--- src/core/uart_lms_defines.svh ---
/*
 * Register offsets, field positions, reset values and timing counts of the
 * line and modem status block. Assumes an eight-entry parallel register map.
 */
`ifndef UART_LMS_DEFINES_SVH
`define UART_LMS_DEFINES_SVH
`define ULMS_ADR_RXD 3'h0
`define ULMS_ADR_MCR 3'h4
`define ULMS_ADR_LSR 3'h5
`define ULMS_ADR_MSR 3'h6
`define ULMS_MCR_DTR 0
`define ULMS_MCR_RTS 1
`define ULMS_MCR_OUT1 2
`define ULMS_MCR_OUT2 3
`define ULMS_MCR_LOOP 4
`define ULMS_MCR_XANY 5
`define ULMS_MCR_IR 6
`define ULMS_MCR_PRESC 7
`define ULMS_FW_TXDIS 4
`define ULMS_MCR_RST 8'h00
`define ULMS_FW_RST 8'h00
`define ULMS_PIN_RST 5'h1f
`define ULMS_RXF_DEPTH 16
`define ULMS_PRESC_LAST 2'h3
`define ULMS_IR_PULSE 4'h3
`define ULMS_IR_HOLD 5'h10
`endif

--- src/core/uart_lms_pkg.sv ---
/*
 * Types of the line and modem status block.
 * Assumes the receiver core delivers one character record per completed frame.
 */
package uart_lms_pkg;
    typedef struct packed {
        logic valid;
        logic [7:0] data;
        logic pe;
        logic fe;
        logic bi;
        logic flow;
    } rx_char_t;
    typedef struct packed {
        logic [7:0] data;
        logic pe;
        logic fe;
        logic bi;
    } rx_entry_t;
    typedef enum logic [1:0] {
        RXS_NORMAL = 2'b01,
        RXS_BREAK = 2'b10
    } rx_state_t;
endpackage

--- src/core/uart_line_modem_status.sv ---
/*
 * Line status, modem status and upper modem control of a small-FIFO UART.
 * Assumes one-cycle CS/RD/WR strobes synchronous to CLK_SYS, a receiver core
 * handing over finished characters, a transmitter core and a baud generator.
 */
// Operation
// - xon-any: any received char resumes transmitter; flow chars not stored
// - infrared bit routes tx/rx through ir codec; ir tx low when idle
// - prescaler bit feeds baud generator clock divided by one or four
// - xon-any, infrared and prescaler bits act only with enhanced enable
// - line interrupt: overrun at once, parity/framing errors when char at head, break at head or while break state held
// - data ready while any received char is held
// - full buffer on new char sets overrun, char dropped, stored data kept
// - parity error flag belongs to the head character
// - framing error flag belongs to the head character
// - break loads one char and holds indication until line high
// - holding empty set on move to shifter, cleared on host load; in fifo mode follows tx fifo empty
// - transmitter empty only when holding and shift register both empty
// - fifo error flag while any char in the fifo carries an error tag; two-entry buffer not counted
// - cts, dsr, cd changes set deltas and modem interrupt request
// - ring delta only on ring input low to high
// - auto cts: high cts pin stops transmitter, low resumes
// - cts status inverse of pin, or rts bit in loopback
// - dsr status inverse of pin, or dtr bit in loopback
// - ring status inverse of pin, or control bit 2 in loopback
// - carrier status inverse of pin, or control bit 3 in loopback
// - writes to status address load feature register, low nibble ignored
// - loopback bit selects internal loopback, status mirrors control bits
// - feature bit 4 disables the transmitter, only with enhanced enable
`timescale 1ns/1ps
`default_nettype none
`include "uart_lms_defines.svh"

module uart_line_modem_status (
    input wire logic CLK_SYS,
    input wire logic RST_N,
    input wire logic CS,
    input wire logic RD,
    input wire logic WR,
    input wire logic [2:0] ADDR,
    input wire logic [7:0] DIN,
    output logic [7:0] DOUT,
    input wire logic ENH_FUNC_EN,
    input wire logic LS_INT_EN,
    input wire logic MS_INT_EN,
    input wire logic AUTO_CTS_EN,
    input wire logic SW_FLOW_EN,
    input wire logic FIFO_MODE,
    input wire uart_lms_pkg::rx_char_t RX_CHAR,
    output logic RX_CHAR_RDY,
    output logic RX_SER,
    input wire logic TICK16,
    output logic BRG_CLK_EN,
    input wire logic TX_SER,
    input wire logic TX_SHIFT_LOAD,
    input wire logic TSR_EMPTY,
    input wire logic TX_FIFO_EMPTY,
    output logic TX_HALT,
    output logic TX_RESUME,
    output logic IR_MODE,
    input wire logic RXD,
    output logic TXD,
    input wire logic CTS_N,
    input wire logic DSR_N,
    input wire logic RING_INDICATOR_N,
    input wire logic CARRIER_DETECT_N,
    output logic DTR_N,
    output logic RTS_N,
    output logic LSR_INT_REQ,
    output logic MS_INT_REQ
);
    import uart_lms_pkg::*;

    function automatic logic tagged_err(input rx_entry_t e);
        tagged_err = e.pe | e.fe | e.bi;
    endfunction

    // ==========================================================
    // pin synchronisers
    wire [4:0] pin_raw = {CARRIER_DETECT_N, RING_INDICATOR_N, DSR_N, CTS_N, RXD};
    logic [4:0] filt_ff;
    genvar gi;
    generate
        for (gi = 0; gi < 5; gi++) begin : g_sync
            logic [2:0] sync_ff;
            always_ff @(posedge CLK_SYS) begin
                if (!RST_N) begin
                    sync_ff <= 3'h7;
                    filt_ff[gi] <= 1'b1;
                end else begin
                    sync_ff <= {sync_ff[1:0], pin_raw[gi]};
                    if (sync_ff[1] == sync_ff[2]) begin
                        filt_ff[gi] <= sync_ff[2];
                    end
                end
            end
        end
    endgenerate
    wire rxd_f = filt_ff[0];

    // ==========================================================
    // control registers
    logic [7:0] mcr_ff;
    logic [7:0] fw_ff;
    wire rd_hit = CS & RD;
    wire wr_hit = CS & WR;
    wire rd_rxd = rd_hit & (ADDR == `ULMS_ADR_RXD);
    wire rd_lsr = rd_hit & (ADDR == `ULMS_ADR_LSR);
    wire rd_msr = rd_hit & (ADDR == `ULMS_ADR_MSR);
    wire wr_thr = wr_hit & (ADDR == `ULMS_ADR_RXD);
    always_ff @(posedge CLK_SYS) begin
        if (!RST_N) begin
            mcr_ff <= `ULMS_MCR_RST;
            fw_ff <= `ULMS_FW_RST;
        end else begin
            if (wr_hit & (ADDR == `ULMS_ADR_MCR)) begin
                mcr_ff <= DIN;
            end
            if (wr_hit & (ADDR == `ULMS_ADR_MSR)) begin
                fw_ff <= {DIN[7:4], 4'h0};
            end
        end
    end
    wire lp = mcr_ff[`ULMS_MCR_LOOP];
    wire xany_eff = mcr_ff[`ULMS_MCR_XANY] & ENH_FUNC_EN;
    wire ir_eff = mcr_ff[`ULMS_MCR_IR] & ENH_FUNC_EN;
    wire presc_eff = mcr_ff[`ULMS_MCR_PRESC] & ENH_FUNC_EN;
    wire txdis_eff = fw_ff[`ULMS_FW_TXDIS] & ENH_FUNC_EN;
    assign IR_MODE = ir_eff;

    // ==========================================================
    // prescaler
    logic [1:0] presc_ff;
    always_ff @(posedge CLK_SYS) begin
        if (!RST_N) begin
            presc_ff <= 2'h0;
        end else begin
            presc_ff <= presc_ff + 2'h1;
        end
    end
    assign BRG_CLK_EN = presc_eff ? (presc_ff == `ULMS_PRESC_LAST) : 1'b1;

    // ==========================================================
    // infrared codec and line routing
    logic [3:0] tick_ff;
    logic [4:0] hold_ff;
    logic txd_ff;
    wire ir_tx = ~TX_SER & (tick_ff < `ULMS_IR_PULSE);
    wire nxt_txd = lp ? ~ir_eff : (ir_eff ? ir_tx : TX_SER);
    always_ff @(posedge CLK_SYS) begin
        if (!RST_N) begin
            tick_ff <= 4'h0;
            hold_ff <= 5'h0;
            txd_ff <= 1'b1;
        end else begin
            if (TICK16) begin
                tick_ff <= tick_ff + 4'h1;
            end
            if (rxd_f) begin
                hold_ff <= `ULMS_IR_HOLD;
            end else if (TICK16 && hold_ff != 5'h0) begin
                hold_ff <= hold_ff - 5'h1;
            end
            txd_ff <= nxt_txd;
        end
    end
    wire ir_rx = (hold_ff == 5'h0);
    assign RX_SER = lp ? TX_SER : (ir_eff ? ir_rx : rxd_f);
    assign TXD = txd_ff;
    assign DTR_N = lp | ~mcr_ff[`ULMS_MCR_DTR];
    assign RTS_N = lp | ~mcr_ff[`ULMS_MCR_RTS];

    // ==========================================================
    // receive intake, two-entry buffer and fifo
    rx_state_t rxs_ff;
    rx_state_t nxt_rxs;
    rx_entry_t bf_mem [2];
    rx_entry_t rf_mem [`ULMS_RXF_DEPTH];
    logic [1:0] bf_cnt_ff;
    logic bf_wp_ff;
    logic bf_rp_ff;
    logic [4:0] rf_cnt_ff;
    logic [3:0] rf_wp_ff;
    logic [3:0] rf_rp_ff;
    logic [4:0] err_cnt_ff;
    logic ovr_ff;
    logic resume_ff;
    wire rx_entry_t in_e = '{data: RX_CHAR.data, pe: RX_CHAR.pe, fe: RX_CHAR.fe, bi: RX_CHAR.bi};
    wire keep_ch = RX_CHAR.valid & ~(RX_CHAR.flow & SW_FLOW_EN) & (rxs_ff != RXS_BREAK);
    wire bf_in_rdy = (bf_cnt_ff != 2'h2);
    wire bf_push = keep_ch & bf_in_rdy;
    wire ovr_set = keep_ch & ~bf_in_rdy;
    wire rf_full = (rf_cnt_ff == 5'(`ULMS_RXF_DEPTH));
    wire bf_pop = (bf_cnt_ff != 2'h0) & ~rf_full;
    wire rx_entry_t bf_head = bf_mem[bf_rp_ff];
    wire rx_entry_t head = rf_mem[rf_rp_ff];
    wire rf_nonempty = (rf_cnt_ff != 5'h0);
    wire rf_pop = rd_rxd & rf_nonempty;
    wire tag_in = bf_pop & tagged_err(bf_head);
    wire tag_out = rf_pop & tagged_err(head);
    assign RX_CHAR_RDY = bf_in_rdy;
    assign TX_RESUME = resume_ff;

    always_comb begin
        nxt_rxs = rxs_ff;
        case (rxs_ff)
            RXS_NORMAL: begin
                if (bf_push & RX_CHAR.bi) begin
                    nxt_rxs = RXS_BREAK;
                end
            end
            RXS_BREAK: begin
                if (RX_SER) begin
                    nxt_rxs = RXS_NORMAL;
                end
            end
            default: begin
                nxt_rxs = RXS_NORMAL;
            end
        endcase
    end

    always_ff @(posedge CLK_SYS) begin
        if (!RST_N) begin
            rxs_ff <= RXS_NORMAL;
            bf_cnt_ff <= 2'h0;
            bf_wp_ff <= 1'b0;
            bf_rp_ff <= 1'b0;
            rf_cnt_ff <= 5'h0;
            rf_wp_ff <= 4'h0;
            rf_rp_ff <= 4'h0;
            err_cnt_ff <= 5'h0;
            ovr_ff <= 1'b0;
            resume_ff <= 1'b0;
        end else begin
            rxs_ff <= nxt_rxs;
            resume_ff <= xany_eff & RX_CHAR.valid;
            if (bf_push) begin
                bf_mem[bf_wp_ff] <= in_e;
                bf_wp_ff <= ~bf_wp_ff;
            end
            if (bf_pop) begin
                rf_mem[rf_wp_ff] <= bf_head;
                rf_wp_ff <= rf_wp_ff + 4'h1;
                bf_rp_ff <= ~bf_rp_ff;
            end
            if (rf_pop) begin
                rf_rp_ff <= rf_rp_ff + 4'h1;
            end
            bf_cnt_ff <= bf_cnt_ff + {1'b0, bf_push} - {1'b0, bf_pop};
            rf_cnt_ff <= rf_cnt_ff + {4'h0, bf_pop} - {4'h0, rf_pop};
            err_cnt_ff <= err_cnt_ff + {4'h0, tag_in} - {4'h0, tag_out};
            if (ovr_set) begin
                ovr_ff <= 1'b1;
            end else if (rd_lsr) begin
                ovr_ff <= 1'b0;
            end
        end
    end

    // ==========================================================
    // transmit status
    logic thr_empty_ff;
    always_ff @(posedge CLK_SYS) begin
        if (!RST_N) begin
            thr_empty_ff <= 1'b1;
        end else if (wr_thr) begin
            thr_empty_ff <= 1'b0;
        end else if (TX_SHIFT_LOAD) begin
            thr_empty_ff <= 1'b1;
        end
    end
    wire lsr_thre = FIFO_MODE ? TX_FIFO_EMPTY : thr_empty_ff;
    wire lsr_temt = lsr_thre & TSR_EMPTY;

    // ==========================================================
    // line status
    wire data_rdy = rf_nonempty | (bf_cnt_ff != 2'h0);
    wire head_pe = rf_nonempty & head.pe;
    wire head_fe = rf_nonempty & head.fe;
    wire head_bi = (rf_nonempty & head.bi) | (rxs_ff == RXS_BREAK);
    wire fifo_err = (err_cnt_ff != 5'h0);
    wire [7:0] line_status = {fifo_err, lsr_temt, lsr_thre, head_bi, head_fe, head_pe, ovr_ff, data_rdy};
    assign LSR_INT_REQ = LS_INT_EN & (ovr_ff | head_pe | head_fe | head_bi);

    // ==========================================================
    // modem status
    wire [3:0] st_pin = ~filt_ff[4:1];
    wire [3:0] st_lp = {mcr_ff[`ULMS_MCR_OUT2], mcr_ff[`ULMS_MCR_OUT1],
                        mcr_ff[`ULMS_MCR_DTR], mcr_ff[`ULMS_MCR_RTS]};
    wire [3:0] st_cur = lp ? st_lp : st_pin;
    logic [3:0] st_prev_ff;
    logic [3:0] dlt_ff;
    wire [3:0] chg = st_prev_ff ^ st_cur;
    wire [3:0] dlt_set = {chg[3], st_prev_ff[2] & ~st_cur[2], chg[1:0]};
    always_ff @(posedge CLK_SYS) begin
        if (!RST_N) begin
            st_prev_ff <= 4'h0;
            dlt_ff <= 4'h0;
        end else begin
            st_prev_ff <= st_cur;
            dlt_ff <= dlt_set | (rd_msr ? 4'h0 : dlt_ff);
        end
    end
    wire [7:0] modem_status = {st_cur, dlt_ff};
    assign MS_INT_REQ = MS_INT_EN & (dlt_ff != 4'h0);
    assign TX_HALT = txdis_eff | (AUTO_CTS_EN & ~st_cur[0]);

    // ==========================================================
    // read port
    logic [7:0] dout_ff;
    wire [7:0] rd_mux = (ADDR == `ULMS_ADR_RXD) ? (rf_nonempty ? head.data : 8'h00) :
                        (ADDR == `ULMS_ADR_MCR) ? mcr_ff :
                        (ADDR == `ULMS_ADR_LSR) ? line_status :
                        (ADDR == `ULMS_ADR_MSR) ? modem_status : 8'h00;
    always_ff @(posedge CLK_SYS) begin
        if (!RST_N) begin
            dout_ff <= 8'h00;
        end else if (rd_hit) begin
            dout_ff <= rd_mux;
        end
    end
    assign DOUT = dout_ff;

    // ==========================================================
    // assertions
    a_ovr_set: assert property (@(posedge CLK_SYS) disable iff (!RST_N)
        ovr_set |=> line_status[1])
        else $error("overrun not flagged");
    a_dr_clear: assert property (@(posedge CLK_SYS) disable iff (!RST_N)
        (rf_cnt_ff == 5'h1 && bf_cnt_ff == 2'h0 && rf_pop && !bf_push) |=> !line_status[0])
        else $error("data ready stuck after last read");
    a_presc_rate: assert property (@(posedge CLK_SYS) disable iff (!RST_N)
        (presc_eff && BRG_CLK_EN) |=> (!BRG_CLK_EN || !presc_eff)[*3])
        else $error("prescaler not dividing by four");
    a_ir_idle: assert property (@(posedge CLK_SYS) disable iff (!RST_N)
        (ir_eff && !lp && TX_SER) |=> !TXD)
        else $error("ir output high while idle");
    a_enh_gate: assert property (@(posedge CLK_SYS) disable iff (!RST_N)
        !ENH_FUNC_EN |-> !IR_MODE && BRG_CLK_EN ##1 !TX_RESUME)
        else $error("enhanced bit acted without enable");
    a_msr_loop: assert property (@(posedge CLK_SYS) disable iff (!RST_N)
        lp |-> modem_status[7:4] == {mcr_ff[3], mcr_ff[2], mcr_ff[0], mcr_ff[1]})
        else $error("loopback status mismatch");
    a_ri_delta: assert property (@(posedge CLK_SYS) disable iff (!RST_N)
        (!lp && $past(!lp) && $rose(filt_ff[3])) |=> dlt_ff[2])
        else $error("ring end not flagged");
    a_ri_nofall: assert property (@(posedge CLK_SYS) disable iff (!RST_N)
        (!lp && $past(!lp) && $fell(filt_ff[3]) && !dlt_ff[2]) |=> !dlt_ff[2])
        else $error("ring delta on falling pin");
    a_err_clear: assert property (@(posedge CLK_SYS) disable iff (!RST_N)
        (err_cnt_ff == 5'h1 && tag_out && !tag_in) |=> !line_status[7])
        else $error("fifo error flag stuck");
    a_cts_halt: assert property (@(posedge CLK_SYS) disable iff (!RST_N)
        (AUTO_CTS_EN && !lp && filt_ff[1]) |-> TX_HALT)
        else $error("transmitter not stopped by cts");
    a_lsr_irq: assert property (@(posedge CLK_SYS) disable iff (!RST_N)
        $rose(ovr_ff) && LS_INT_EN |-> LSR_INT_REQ)
        else $error("overrun interrupt late");
    a_temt_both: assert property (@(posedge CLK_SYS) disable iff (!RST_N)
        (!TSR_EMPTY || !lsr_thre) |-> !line_status[6])
        else $error("transmitter empty while busy");
endmodule
`default_nettype wire

--- config.mk ---
export PLATFORM = sky130hd
export DESIGN_NAME = uart_line_modem_status
export DESIGN_NICKNAME = d
export VERILOG_FILES = /design/src/core/uart_lms_pkg.sv /design/src/core/uart_line_modem_status.sv
export VERILOG_INCLUDE_DIRS = /design/src /design/src/core
export SDC_FILE = /design/constraint.sdc
export NUM_CORES = 1
export LEC_CHECK = 0
export BUFFER_PORTS_ARGS = -buffer_cell sky130_fd_sc_hd__buf_2
export CORE_MARGIN = 1.5
export CORE_UTILIZATION = 55
export CTS_CLUSTER_SIZE = 12
export DETAILED_ROUTE_END_ITERATION = 8
export PLACE_DENSITY = 0.76
export SLEW_MARGIN = 40
export SYNTH_ARGS = -nofsm -noshare
export SYNTH_HDL_FRONTEND = slang
export SYNTH_SLANG_ARGS = --single-unit
--- constraint.sdc ---
create_clock -name CLK_SYS -period 3.7 [get_ports CLK_SYS]
set_clock_uncertainty 0.2 [all_clocks]
set_input_delay 0.185 -clock CLK_SYS [delete_from_list [all_inputs] [get_ports CLK_SYS]]
set_output_delay 0.185 -clock CLK_SYS [all_outputs]
set_load 0.1 [all_outputs]
==> summary.md <==
| Metric | Value |
|---|---|
| Initial antenna violation count | 0 |
| Cells after Synth | 740 |
| Synth top cells by count | 198 x edfxtp_1, 89 x dfxtp_1, 73 x nor2_1 |
| Post-synth ARST share | 0% |
| Crit path arrival time | 3.78 ns |
| Number of global-route vias before repair | ~7k |
| Share of layout cells above drive strength 1 | 21.48% |
| Warnings, synthesis | 0 |
| Maximum root-to-sink buffer count | 3 |
| First-pass iteration count of the detailed router | 4 |
| Die ar. | 21740 um2 |
| Number of library cell types mapped by synthesis | 56 |
| Final hold violation count | 0 |
| Worst-margin pin slew | 0.8185 ns |
| PwrDens | between 500 and 600 nW/um2 |
| I/O Buffers | 63 |
| CP Capture Type | flop |
| Post-CTS Repair Setup Buffers | 0 |
| Average wire per standard cell | around 21 um |
| Post-synthesis sequential area ratio | 67.33% |
| Final net count | between 900 and 1k |
| Dpl cells | roughly 1.1k |
| WS Path Type | reg -> reg |
| DR WL met2 | approximately 12 mm |
| Post-synth EDFFs | 198 |
| Synthesized Nets | between 800 and 900 |
| Root Driver | clkbuf_16 |
| # setup viols final | 0 |
| Upper clock frequency limit | around 0.29 GHz |
| Top FF cell, synth | edfxtp_1 |
| Dpl cell area | around 12000 um2 |
| Worst R2R Setup Slack | about 0.20 ns |
| Total global-route track usage | a little under a quarter |
| GR Overflow Total | 0 |
| Rows | 52 |
| Cell taking the most area after synthesis | edfxtp_1 |
| Slew headroom | 45.14% |
| Most common cell in the synthesized netlist | edfxtp_1 |
| Run status | completed |
| Met3 WL | around 1.4 mm |
| Mean Syn Cell Area | approximately 16 um2 |
| Initial Util | 56.36% |
| # Max-Cap Violations | 0 |
| Leak | approximately 4.7 nW |
| Die height | around 150 um |
| VDD IR max | 0.0005237 V |
| H-tree depth | 1 |
| FF+latch count, synth | approximately 290 |
| IO Count | 64 |
| Power Total | 0.007837 W |
| Final wirelength | 24.34 mm |
| Startpoint types | flop |
| Crit path max fanout | 6 |
| Crit path required time | around 4.0 ns |
| CTS tree | yes |
| Tmin final | 3.500 ns |
| Hold Crit Class | in -> reg |
| Clock Pin Slew Worst Setup and Hold Paths | ~0.060 ns |
| Iter 0 DRT Violations | approximately 400 |
| Final hold slack | approximately 0.021 ns |
| Top Layer Used | met4 |
| Max Slew Vio Count | 0 |
| First-pass GRT wire length | about 38 mm |
| Fillers | around 1.3k |
| Clock Sink Count | ~290 |
| Largest net degree at the start of global routing | 45 |
| Inserted Diodes | 0 |
| Final worst path period share | 94.59% |
| Chip width | around 150 um |
| Synth top area share | approximately half |
| Final ANT Viol Nets | 0 |
| Cts bufs inserted | 29 |
| Layout area overhead | 18.39% |
| Routed met1 length | around 9.9 mm |
| Design area | between 10000 and 15000 um2 |
| Post-DP HPWL | between 15 and 20 mm |
| Drt via density | 5.703 |
| Via count | between 6k and 7k |
| Fin cells | 1173 |
| Core area | just over 20000 um2 |
| Drt drc | 0 |
| Final Util | between 60% and 70% |
| Worst-skew pair later-pin latency | between 0.5 and 0.6 ns |
| Gp weighted congestion | about 0.88 |
| Mapped cell area | 11480 um2 |
| Synth area leaders | edfxtp_1 52%, dfxtp_1 16%, mux4_2 7.5% |
[metrics by stage]
| stage | setup WS [ns] | setup TNS [ns] |
|---|---|---|
| after global routing | -0.01737 | -0.01737 |
| final | 0.2000 | 0 |
| after floorplan | 0.2948 | 0 |
| after global placement | 0.1446 | 0 |
| after CTS | 0.004543 | 0 |
| after detailed placement | 0.02365 | 0 |
[sequential cells by signal (all words and copies together), names as in the netlist, 5 cells and up, named ones only]
register	cells
rf_mem	176
hold_ff	5
err_cnt_ff	5
bf_mem	22
DOUT	8
mcr_ff	8
rf_cnt_ff	5
g_sync.sync_ff	15
[worst paths after layout]
path                                            from              endpoint  cells after the start
worst max-delay path                            flop         err_cnt_ff[4]                     13
worst min-delay path                              CS             mcr_ff[4]                      5
worst max register to register                  flop         err_cnt_ff[4]                     13
worst min register to register  g_sync[3].sync_ff[0]  g_sync[3].sync_ff[1]                      1
[cell families after synthesis]
family | share of synthesized area [%]
AOI/OAI and AO/OA | 4.001
adders and majority gates | 2.856
and+or+nand+nor | 7.707
xor gates and xnor gates | 1.984
DFF | 67.33
buffers and inverters | 2.180
muxes | 13.94
[placed cells by master (no fill, tap or decap), drive strengths merged, types with 2 or more instances in the layout]
cell	count
o211ai	4
nand3b	5
nand2b	26
o21ai	23
o22ai	3
ha	23
a31oi	4
dfxtp	89
mux2	14
nor2	73
buf	95
xnor2	15
inv	21
xor2	11
o21a	2
nor2b	4
nand2	27
a21oi	25
and2	10
nor3	8
nand3	5
dlygate4sd3	49
nor4b	2
nor3b	2
or3	3
clkbuf	47
mux4	47
nand4	4
mux2i	35
a21o	2
fa	2
edfxtp	198
o31ai	2
or4	2
nor4	2
a211oi	3
clkinv	4
[critical path, stage by stage, from the launching register on]
cell and delay [ns]:
dfxtp_4 0.41, mux4_2 0.52, mux2i_1 0.26, nand2_1 0.10, o22ai_1 0.24, nor4_2 0.07, ha_1 0.28, inv_1 0.04
ha_1 0.19, fa_1 0.42, a21oi_1 0.15, nor2_1 0.07, or3_1 0.34, a21oi_1 0.14
[cell type report]
type                       instances  area [um2]  area share [%]
inverter                          21       78.83          0.5801
clock buffer                      47       833.3           6.133
multi-input combinational        400        3510           25.83
tap                              270       337.8           2.486
sequential                       287        7732           56.91
timing repair buffer             144        1057           7.781
clock inverter                     4       38.79          0.2855
[per-layer routing]
layer,global-route usage [%],vias to the layer above
met4,7.450,0
met3,3.519,57
li1,-,3059
met2,40.61,224
met5,0,-
met1,28.92,3350
[report_power, final]
part / switching, W / internal [W]
clock: 0.00116 / 0.00154
combinational: 0.000799 / 0.000495
sequential: 0.0000950 / 0.00375
total: 0.00205 / 0.00578
[repair_timing]
item,in CTS,in global routing
gates resized for setup,0,6
hold buffers,49,0
hold endpoints to repair,66,0
endpoints found under the setup margin,0,1
Power figures use the tool's default switching activity.
